## src/rtl/synth_cal_pkg.sv

```systemverilog
// Package: offsets, field layouts and reset values of the synthesizer calibration bank
package synth_cal_pkg;
    localparam int ADDR_W = 16;
    localparam int DATA_W = 8;

    localparam logic [15:0] VCO_CURRENT_OFFS = 16'hdf1d;
    localparam logic [15:0] COARSE_CAP_OFFS = 16'hdf1e;
    localparam logic [15:0] CAL_CONTROL_OFFS = 16'hdf1f;
    localparam logic [15:0] TUNE_A_OFFS = 16'hdf23;
    localparam logic [15:0] TUNE_B_OFFS = 16'hdf24;
    localparam logic [15:0] CAL_OPTIONS_OFFS = 16'hdf25;

    localparam int CORE_SEL_BIT = 5;
    localparam int CHOICE_STAGE_BIT = 1;

    localparam logic [4:0] VCO_CURRENT_RST = 5'h0a;
    localparam logic CORE_SEL_RST = 1'h0;
    localparam logic [5:0] COARSE_CAP_RST = 6'h20;
    localparam logic [6:0] CAL_CONTROL_RST = 7'h0d;
    localparam logic [7:0] TUNE_A_RST = 8'h88;
    localparam logic [7:0] TUNE_B_RST = 8'h11;
    localparam logic [7:0] CAL_OPTIONS_RST = 8'h0b;
    localparam logic [7:0] UNMAPPED_READ = 8'h00;

    typedef struct packed {
        logic [15:0] addr;
        logic [7:0] wdata;
        logic wr;
        logic rd;
    } reg_req_type;

    // Results delivered by the calibration sequencer
    typedef struct packed {
        logic vco_current_load;
        logic [4:0] vco_current;
        logic coarse_cap_load;
        logic [5:0] coarse_cap;
    } cal_result_type;

    // Settings presented to the analogue synthesizer
    typedef struct packed {
        logic vco_core_select;
        logic [4:0] vco_current;
        logic [5:0] coarse_cap;
        logic [6:0] cal_control;
        logic [7:0] low_rate_tune_a;
        logic [7:0] low_rate_tune_b;
        logic vco_choice_cal_stage_on;
        logic [7:0] vco_cal_options;
    } synth_cfg_type;
endpackage : synth_cal_pkg

```

## src/rtl/cal_field.sv

```systemverilog
`timescale 1ns/1ps
// One register field with reset value, software write, hardware load and wake restore
module cal_field #(
    parameter int W = 8,
    parameter logic [W-1:0] RST = '0
) (
    input wire logic clk_i,
    input wire logic reset_n_i,
    input wire logic sw_wr_i,
    input wire logic [W-1:0] sw_data_i,
    input wire logic hw_ld_i,
    input wire logic [W-1:0] hw_data_i,
    input wire logic restore_i,
    output logic [W-1:0] value_o
);
    logic [W-1:0] value_ff;

    // Software write wins over a hardware result in the same cycle: the override stands
    always_ff @(posedge clk_i or negedge reset_n_i) begin
        if (!reset_n_i) begin
            value_ff <= RST;
        end else if (restore_i) begin
            value_ff <= RST;
        end else if (sw_wr_i) begin
            value_ff <= sw_data_i;
        end else if (hw_ld_i) begin
            value_ff <= hw_data_i;
        end
    end

    assign value_o = value_ff;
endmodule : cal_field

```

## src/rtl/synth_calibration_regs.sv

```systemverilog
// Chosen here: the strobed register port.
`timescale 1ns/1ps
// Synthesizer calibration result, control and test tuning register bank

// Overview of operation
// - Core select bit picks low core at 0, high at 1; resets 0.
// - Five-bit VCO current holds calibration result, resets 01010, writes override it.
// - Six-bit coarse tuning holds capacitor setting, writable, resets 100000.
// - Coarse tuning returns to reset value on wake from the deepest power modes.
// - Seven-bit calibration control is read/write, resets 0001101.
// - Options bit 1 enables the VCO choice calibration stage; resets 1.
// - Options upper six bits reset 000010, bit 0 resets 1; stored as written.
module synth_calibration_regs
    import synth_cal_pkg::*;
(
    input wire logic clk_i,
    input wire logic reset_n_i,
    input wire synth_cal_pkg::reg_req_type req_i,
    output logic [7:0] rdata_o,
    input wire synth_cal_pkg::cal_result_type result_i,
    input wire logic deep_wake_i,
    output synth_cal_pkg::synth_cfg_type cfg_o
);
    import synth_cal_pkg::*;

    // Priority inside every field: wake restore, then software write, then a
    // sequencer load. A software write is the override, so it must beat a result
    // that arrives in the same cycle. The restore beats both because the analogue
    // side has lost its tuning state on wake; software that saved coarse values
    // for fast hopping has to write them again after every wake. Only the coarse
    // field is restored; the current field and all other registers keep their
    // values. The core select bit is stored like any other bit, although only the
    // low core is meant to be used. Strobes may come back to back, and write and
    // read strobes are never high together, so no arbitration is needed here.

    // Write byte cut into the stored fields; bits above a field are dropped
    logic [7:0] wdata_byte;
    logic wdata_core_sel;
    logic [4:0] wdata_current;
    logic [5:0] wdata_coarse;
    logic [6:0] wdata_control;
    logic [5:0] wdata_opt_upper;
    logic wdata_stage;
    logic wdata_opt_trim;

    // Register selects from the address; the offsets differ, so at most one is high
    logic sel_current;
    logic sel_coarse;
    logic sel_control;
    logic sel_tune_a;
    logic sel_tune_b;
    logic sel_options;

    // Write enables for each register
    logic wr_current;
    logic wr_coarse;
    logic wr_control;
    logic wr_tune_a;
    logic wr_tune_b;
    logic wr_options;

    // Read enables for each register
    logic rd_current;
    logic rd_coarse;
    logic rd_control;
    logic rd_tune_a;
    logic rd_tune_b;
    logic rd_options;

    // Calibration sequencer results and the wake restore
    logic ld_current;
    logic [4:0] ld_current_data;
    logic ld_coarse;
    logic [5:0] ld_coarse_data;
    logic restore_coarse;

    // Stored field values
    logic [4:0] vco_current;
    logic [5:0] coarse_cap;
    logic core_sel;
    logic [6:0] cal_control;
    logic [7:0] tune_a;
    logic [7:0] tune_b;
    logic [5:0] opt_upper;
    logic stage_on;
    logic opt_trim;
    logic [7:0] options;

    // Register words as software reads them
    logic [7:0] word_current;
    logic [7:0] word_coarse;
    logic [7:0] word_control;
    logic [7:0] word_tune_a;
    logic [7:0] word_tune_b;
    logic [7:0] word_options;

    // Read path
    logic [7:0] nxt_rdata;
    logic [7:0] rdata_ff;

    // Field slices of the write byte
    always_comb begin
        wdata_byte = req_i.wdata;
        wdata_core_sel = req_i.wdata[CORE_SEL_BIT];
        wdata_current = req_i.wdata[4:0];
        wdata_coarse = req_i.wdata[5:0];
        wdata_control = req_i.wdata[6:0];
        wdata_opt_upper = req_i.wdata[7:2];
        wdata_stage = req_i.wdata[CHOICE_STAGE_BIT];
        wdata_opt_trim = req_i.wdata[0];
    end

    // Address decode shared by the write and the read path
    always_comb begin
        sel_current = 1'b0;
        sel_coarse = 1'b0;
        sel_control = 1'b0;
        sel_tune_a = 1'b0;
        sel_tune_b = 1'b0;
        sel_options = 1'b0;
        if (req_i.addr == VCO_CURRENT_OFFS) begin
            sel_current = 1'b1;
        end else if (req_i.addr == COARSE_CAP_OFFS) begin
            sel_coarse = 1'b1;
        end else if (req_i.addr == CAL_CONTROL_OFFS) begin
            sel_control = 1'b1;
        end else if (req_i.addr == TUNE_A_OFFS) begin
            sel_tune_a = 1'b1;
        end else if (req_i.addr == TUNE_B_OFFS) begin
            sel_tune_b = 1'b1;
        end else if (req_i.addr == CAL_OPTIONS_OFFS) begin
            sel_options = 1'b1;
        end
    end

    // A write to an unmapped address selects nothing and is ignored
    always_comb begin
        wr_current = req_i.wr && sel_current;
        wr_coarse = req_i.wr && sel_coarse;
        wr_control = req_i.wr && sel_control;
        wr_tune_a = req_i.wr && sel_tune_a;
        wr_tune_b = req_i.wr && sel_tune_b;
        wr_options = req_i.wr && sel_options;
    end

    // Reads have no side effect, so the enables only steer the read mux
    always_comb begin
        rd_current = req_i.rd && sel_current;
        rd_coarse = req_i.rd && sel_coarse;
        rd_control = req_i.rd && sel_control;
        rd_tune_a = req_i.rd && sel_tune_a;
        rd_tune_b = req_i.rd && sel_tune_b;
        rd_options = req_i.rd && sel_options;
    end

    // Sequencer loads arrive as single-cycle pulses alongside their result
    always_comb begin
        ld_current = result_i.vco_current_load;
        ld_current_data = result_i.vco_current;
        ld_coarse = result_i.coarse_cap_load;
        ld_coarse_data = result_i.coarse_cap;
        restore_coarse = deep_wake_i;
    end

    // Calibration result; a software write overrides it
    cal_field #(
        .W(5),
        .RST(VCO_CURRENT_RST)
    ) cal_field_current_inst (
        .clk_i(clk_i),
        .reset_n_i(reset_n_i),
        .sw_wr_i(wr_current),
        .sw_data_i(wdata_current),
        .hw_ld_i(ld_current),
        .hw_data_i(ld_current_data),
        .restore_i(1'b0),
        .value_o(vco_current)
    );

    // Coarse tuning, reset on deep wake so saved values are lost
    cal_field #(
        .W(6),
        .RST(COARSE_CAP_RST)
    ) cal_field_coarse_inst (
        .clk_i(clk_i),
        .reset_n_i(reset_n_i),
        .sw_wr_i(wr_coarse),
        .sw_data_i(wdata_coarse),
        .hw_ld_i(ld_coarse),
        .hw_data_i(ld_coarse_data),
        .restore_i(restore_coarse),
        .value_o(coarse_cap)
    );

    // Core select shares the current register but is never loaded by hardware
    cal_field #(
        .W(1),
        .RST(CORE_SEL_RST)
    ) cal_field_core_sel_inst (
        .clk_i(clk_i),
        .reset_n_i(reset_n_i),
        .sw_wr_i(wr_current),
        .sw_data_i(wdata_core_sel),
        .hw_ld_i(1'b0),
        .hw_data_i(1'b0),
        .restore_i(1'b0),
        .value_o(core_sel)
    );

    // Calibration control, software only
    cal_field #(
        .W(7),
        .RST(CAL_CONTROL_RST)
    ) cal_field_control_inst (
        .clk_i(clk_i),
        .reset_n_i(reset_n_i),
        .sw_wr_i(wr_control),
        .sw_data_i(wdata_control),
        .hw_ld_i(1'b0),
        .hw_data_i('0),
        .restore_i(1'b0),
        .value_o(cal_control)
    );

    // First tuning register, all eight bits stored
    cal_field #(
        .W(8),
        .RST(TUNE_A_RST)
    ) cal_field_tune_a_inst (
        .clk_i(clk_i),
        .reset_n_i(reset_n_i),
        .sw_wr_i(wr_tune_a),
        .sw_data_i(wdata_byte),
        .hw_ld_i(1'b0),
        .hw_data_i('0),
        .restore_i(1'b0),
        .value_o(tune_a)
    );

    // Second tuning register; its reset value is not the one software must use
    cal_field #(
        .W(8),
        .RST(TUNE_B_RST)
    ) cal_field_tune_b_inst (
        .clk_i(clk_i),
        .reset_n_i(reset_n_i),
        .sw_wr_i(wr_tune_b),
        .sw_data_i(wdata_byte),
        .hw_ld_i(1'b0),
        .hw_data_i('0),
        .restore_i(1'b0),
        .value_o(tune_b)
    );

    // Upper options bits, stored and read back as written
    cal_field #(
        .W(6),
        .RST(CAL_OPTIONS_RST[7:2])
    ) cal_field_opt_upper_inst (
        .clk_i(clk_i),
        .reset_n_i(reset_n_i),
        .sw_wr_i(wr_options),
        .sw_data_i(wdata_opt_upper),
        .hw_ld_i(1'b0),
        .hw_data_i('0),
        .restore_i(1'b0),
        .value_o(opt_upper)
    );

    // Choice stage enable; clearing it skips that calibration stage
    cal_field #(
        .W(1),
        .RST(CAL_OPTIONS_RST[CHOICE_STAGE_BIT])
    ) cal_field_stage_inst (
        .clk_i(clk_i),
        .reset_n_i(reset_n_i),
        .sw_wr_i(wr_options),
        .sw_data_i(wdata_stage),
        .hw_ld_i(1'b0),
        .hw_data_i(1'b0),
        .restore_i(1'b0),
        .value_o(stage_on)
    );

    // Lowest options bit, stored and read back as written
    cal_field #(
        .W(1),
        .RST(CAL_OPTIONS_RST[0])
    ) cal_field_opt_trim_inst (
        .clk_i(clk_i),
        .reset_n_i(reset_n_i),
        .sw_wr_i(wr_options),
        .sw_data_i(wdata_opt_trim),
        .hw_ld_i(1'b0),
        .hw_data_i(1'b0),
        .restore_i(1'b0),
        .value_o(opt_trim)
    );

    // Register words; unused upper bits are forced to zero
    always_comb begin
        word_current = {2'h0, core_sel, vco_current};
        word_coarse = {2'h0, coarse_cap};
        word_control = {1'h0, cal_control};
        word_tune_a = tune_a;
        word_tune_b = tune_b;
        word_options = options;
    end

    // Read mux: only an active read strobe puts a word on the bus, else zero
    always_comb begin
        nxt_rdata = UNMAPPED_READ;
        if (rd_current) begin
            nxt_rdata = word_current;
        end else if (rd_coarse) begin
            nxt_rdata = word_coarse;
        end else if (rd_control) begin
            nxt_rdata = word_control;
        end else if (rd_tune_a) begin
            nxt_rdata = word_tune_a;
        end else if (rd_tune_b) begin
            nxt_rdata = word_tune_b;
        end else if (rd_options) begin
            nxt_rdata = word_options;
        end
    end

    // Read data stands only in the cycle after the strobe
    always_ff @(posedge clk_i or negedge reset_n_i) begin
        if (!reset_n_i) begin
            rdata_ff <= UNMAPPED_READ;
        end else begin
            rdata_ff <= nxt_rdata;
        end
    end

    assign rdata_o = rdata_ff;

    // Options register reassembled from its three fields
    always_comb begin
        options = {opt_upper, stage_on, opt_trim};
    end

    // Calibration fields as the synthesizer uses them
    always_comb begin
        cfg_o.vco_core_select = core_sel;
        cfg_o.vco_current = vco_current;
        cfg_o.coarse_cap = coarse_cap;
        cfg_o.cal_control = cal_control;
        cfg_o.low_rate_tune_a = tune_a;
        cfg_o.low_rate_tune_b = tune_b;
        cfg_o.vco_choice_cal_stage_on = stage_on;
        cfg_o.vco_cal_options = options;
    end
endmodule : synth_calibration_regs

```

## config.mk

```make
export PLATFORM = sky130hd
export DESIGN_NAME = synth_calibration_regs
export DESIGN_NICKNAME = d
export VERILOG_FILES = /design/src/rtl/synth_cal_pkg.sv /design/src/rtl/cal_field.sv /design/src/rtl/synth_calibration_regs.sv
export SDC_FILE = /design/constraint.sdc
export NUM_CORES = 1
export LEC_CHECK = 0
export BUFFER_PORTS_ARGS = -buffer_cell sky130_fd_sc_hd__buf_2
export CELL_PAD_IN_SITES_DETAIL_PLACEMENT = 1
export CELL_PAD_IN_SITES_GLOBAL_PLACEMENT = 2
export CORE_MARGIN = 2
export CORE_UTILIZATION = 29
export CTS_BUF_LIST = sky130_fd_sc_hd__clkbuf_2 sky130_fd_sc_hd__clkbuf_4 sky130_fd_sc_hd__clkbuf_8
export CTS_CLUSTER_SIZE = 12
export DETAILED_ROUTE_END_ITERATION = 8
export PLACE_DENSITY_LB_ADDON = 0.1
export SLEW_MARGIN = 20
export SYNTH_ARGS = -nofsm -noshare
export SYNTH_HDL_FRONTEND = slang
export SYNTH_SLANG_ARGS = --single-unit
```

## constraint.sdc

```tcl
create_clock -name clk_i -period 1.2 [get_ports clk_i]
set_input_delay 0.24 -clock clk_i [delete_from_list [all_inputs] [get_ports clk_i]]
set_output_delay 0.24 -clock clk_i [all_outputs]
set_load 0.02 [all_outputs]
```

==> key figures <==
Cells and area
  – Reg area: 1294 um^2
  – # fillers: 998
  – Fin nets: 431
  – Commonest non-fill, non-tap cell in the layout: buf_2
  – Finished Core Util: 0.4926
  – Design Area, Final: 4508 um^2
  – Inserted Diodes: 0
  – Area Growth Syn to Fin: 66.81%
  – Multi-input gate area: 1575 um^2
  – Leading cell types in the layout, fill and taps excluded: buf_2 (67), buf_4 (59), buf_6 (45)
  – Layout cells sized above 1: 0.7179

Run
  – Max Cap Viol: 0

Worst setup path
  – Crit. End Element: flip-flop
  – CP startpoint: req_i[17]
  – CP peak stage delay: 0.47 ns
  – Worst EP required: 1.39 ns
  – Slowest-stage cell, CP: or3_4
  – Reg2reg path depth: 4
  – Cell family with most CP delay: simple AND/OR/NAND/NOR gates
  – Critical-path cell list: buf_6, and4bb_4, nand4_4, or3_4, mux2_2
  – Arr. time, crit path: 1.60 ns
  – Reg2Reg Setup Slack: -0.19 ns
  – Setup CP Type: in2reg
  – Critical path startpoint category: input pin
  – FF-to-FF End: rdata_o[4]
  – Worst path bufs/invs: 1
  – Reg2Reg Launch Point: cal_field_opt_upper_inst.value_o[2]
  – CP Max Fanout: 6

Synthesis
  – Count of different cell masters after synthesis: 45
  – Post-synthesis register bit count: 51
  – Gate count of the mapped netlist: 224
  – Compound-Gate Fraction of Synth Area: 0.09259
  – Async set-or-reset flop fraction in the synthesized netlist: 1.000
  – Synthesized area per cell: 12.07 um^2
  – Post-synthesis sequential area ratio: 0.4782
  – Synth area leader: dfrtp_1
  – Syn Nets: 266
  – Top post-synthesis cells by area: dfrtp_1 (35%), mux2_2 (16%), dfstp_2 (13%)
  – Post-synthesis mux area share: 0.2440
  – Post-synth EDFFs: 0
  – Largest family of logic cells by synthesized area: multiplexers
  – Warnings, synthesis: 0
  – Top cell type's share of synthesized area: 0.3519
  – Top FF cell, synth: dfrtp_1
  – XOR/XNOR Fraction of Synth Area: 0
  – Mapped cell area: 2703 um^2
  – Post-Synth Simple-Gate Area: 0.1444
  – Synth Area in Adders: 0

GRT
  – Vias in the first global route: 2723
  – Initial antenna violation count: 0
  – Largest net degree at the start of global routing: 52
  – First-pass GRT wire length: 14850 um
  – GRT overflow: 0
  – Overall routing resource usage: 0.1947

Floorplan
  – Die footprint: 10110 um^2
  – Placement Rows: 35
  – Chip width: 100.5 um
  – Die H: 100.5 um
  – Initial Util: 0.2953
  – I/O Pins: 94
  – Core area: 9153 um^2

Timing
  – Least-Margin Pin Slew: 0.3222 ns
  – Final Cycle Share: 1.178
  – Endpoints failing setup: 65
  – Hold Fails Final Rpt: 0
  – Max Clk Rate: 0.7073 GHz
  – RSZ-0062 raised after global routing: yes
  – Slew headroom: 0.7848
  – Crit path time final: 1.414 ns
  – Worst setup margin: -0.2138 ns
  – Fin. max-slew vios: 0
  – Clk_skew: 0.008834 ns

Hold path
  – WHS Path Cells: 2
  – Hold WC Path Type: in2reg
  – Worst hold endpoint: cal_field_tune_b_inst.value_o[7]
  – Critical hold path startpoint: req_i[9]

Route
  – DR vias: 2473
  – Met2 Wirelength: 4697 um
  – Wirelength per Cell: 19.09 um
  – Starting DRT DRC Count: 70
  – M1 wire length: 4431 um
  – TritonRoute pass-1 iters: 4
  – DRC Markers: 0
  – Antenna Nets Post-Route: 0
  – Met3 WL post-DR: 304 um
  – Via/cell ratio: 4.936
  – Final WL: 9565 um
  – DR top layer: met4

Power
  – Leak pwr: 2.176 nW
  – VDD IR max: 0.5005 mV
  – Reported net switching power: 0.0008717 W
  – Seq pwr share: 0.502
  – Cell Int Power: 0.002676 W
  – Comb pwr share: 0.148
  – Net Sw Frac: 0.2457
  – Clock Power Share: 0.350
  – PD cells: 786.9 nW/um^2

Placement
  – I/O Buffers: 93
  – Gp weighted congestion: 0.8246
  – Placed inst area: 3770 um^2
  – Post-DP HPWL: 6741 um

Clock network
  – TritonCTS clock tree: done
  – H-tree levels: 2
  – Clock Latency Late Sink: 0.31 ns
  – Clock transition at path regs: 0.09 ns
  – Clk buf depth: 2
  – Cts bufs inserted: 5
  – Root buffer cell: clkbuf_8
  – CTS Sinks: 51

Status
  – Violated checks: setup timing
  – Outcome: complete, but fails checks
power by group through the flow:
stage	registers, W	logic (W)	clock network [W]
floorplan	0.00184	0.000149	0
global placement	0.00181	0.000461	0
detailed placement	0.00181	0.000466	0
CTS	0.00178	0.000515	0.00129
global route	0.00179	0.000567	0.00136
finish	0.00178	0.000524	0.00124
timing repair:
item | CTS | global route
hold buffers | 1 | 0
endpoints found under the setup margin | 71 | 74
buffers inserted | 17 | 12
pin swaps | 15 | 15
gates resized for setup | 103 | 20
endpoints found under the hold margin | 38 | 0
sequential cells by signal (all words and copies together), names as in the netlist:
signal	flops
cal_field_coarse_inst.value_o	6
cal_field_control_inst.value_o	7
cal_field_core_sel_inst.value_o	1
cal_field_current_inst.value_o	5
cal_field_opt_trim_inst.value_o	1
cal_field_opt_upper_inst.value_o	6
cal_field_stage_inst.value_o	1
cal_field_tune_a_inst.value_o	8
cal_field_tune_b_inst.value_o	8
rdata_o	8
cells in the mapped netlist, types with 2 or more instances:
library cell	instances
a2111oi_0	2
a21oi_1	6
a221o_1	4
a221oi_1	4
a32oi_1	5
and2_1	2
and3b_1	2
and4_1	2
and4b_1	2
buf_1	2
buf_2	7
buf_4	4
clkbuf_1	4
dfrtp_1	38
dfstp_2	13
inv_1	3
mux2_2	39
mux2_4	8
mux2i_1	10
nand2_1	11
nand3_1	10
nand3b_1	2
nand4_1	2
nor2_1	3
nor2_2	3
nor2b_1	2
nor3_1	10
o21a_1	5
or3_1	3
cell type report:
| class | count | share of cell area |
|---|---|---|
| multi-input combinational | 152 | 0.3494 |
| tap | 111 | 0.03081 |
| clock buffer | 7 | 0.01860 |
| timing repair buffer | 176 | 0.3050 |
| inverter | 3 | 0.002498 |
| clock inverter | 1 | 0.006661 |
| sequential | 51 | 0.2870 |
cells by family after synthesis:
group	Yosys count
buffers and inverters	21
DFF	51
muxes	57
and+or+nand+nor	63
AOI/OAI and AO/OA	32
worst max-delay path by stage:
stage	endpoint	cells past startpoint
2_1_floorplan	cal_field_tune_b_inst.value_o[1]	5
3_3_place_gp	cal_field_current_inst.value_o[2]	5
3_5_place_dp	cal_field_current_inst.value_o[2]	5
4_1_cts	cal_field_control_inst.value_o[5]	7
5_1_grt	cal_field_current_inst.value_o[0]	5
6_report	cal_field_core_sel_inst.value_o	5
stage by stage:
stage	hold slack (ns)	setup WS, ns	power [W]	setup TNS (ns)	std cells
final	0.1978	-0.2138	0.003548	-8.426	501
after global routing	0.1818	-0.2328	0.003712	-10.81	501
after CTS	0.1844	-0.1904	0.003592	-7.962	493
after detailed placement	0.2598	-0.6407	0.002280	-27.00	471
after global placement	0.2597	-0.6105	0.002275	-25.66	471
after floorplan	-0.05559	-0.3742	0.001993	-12.30	224
routing by layer:
metal / track usage / vias up
met5: 0 / -
met4: 0.05374 / 0
met3: 0.03121 / 9
met2: 0.3263 / 67
met1: 0.2615 / 1230
li1: - / 1167
(Power assumes the default switching activity.)
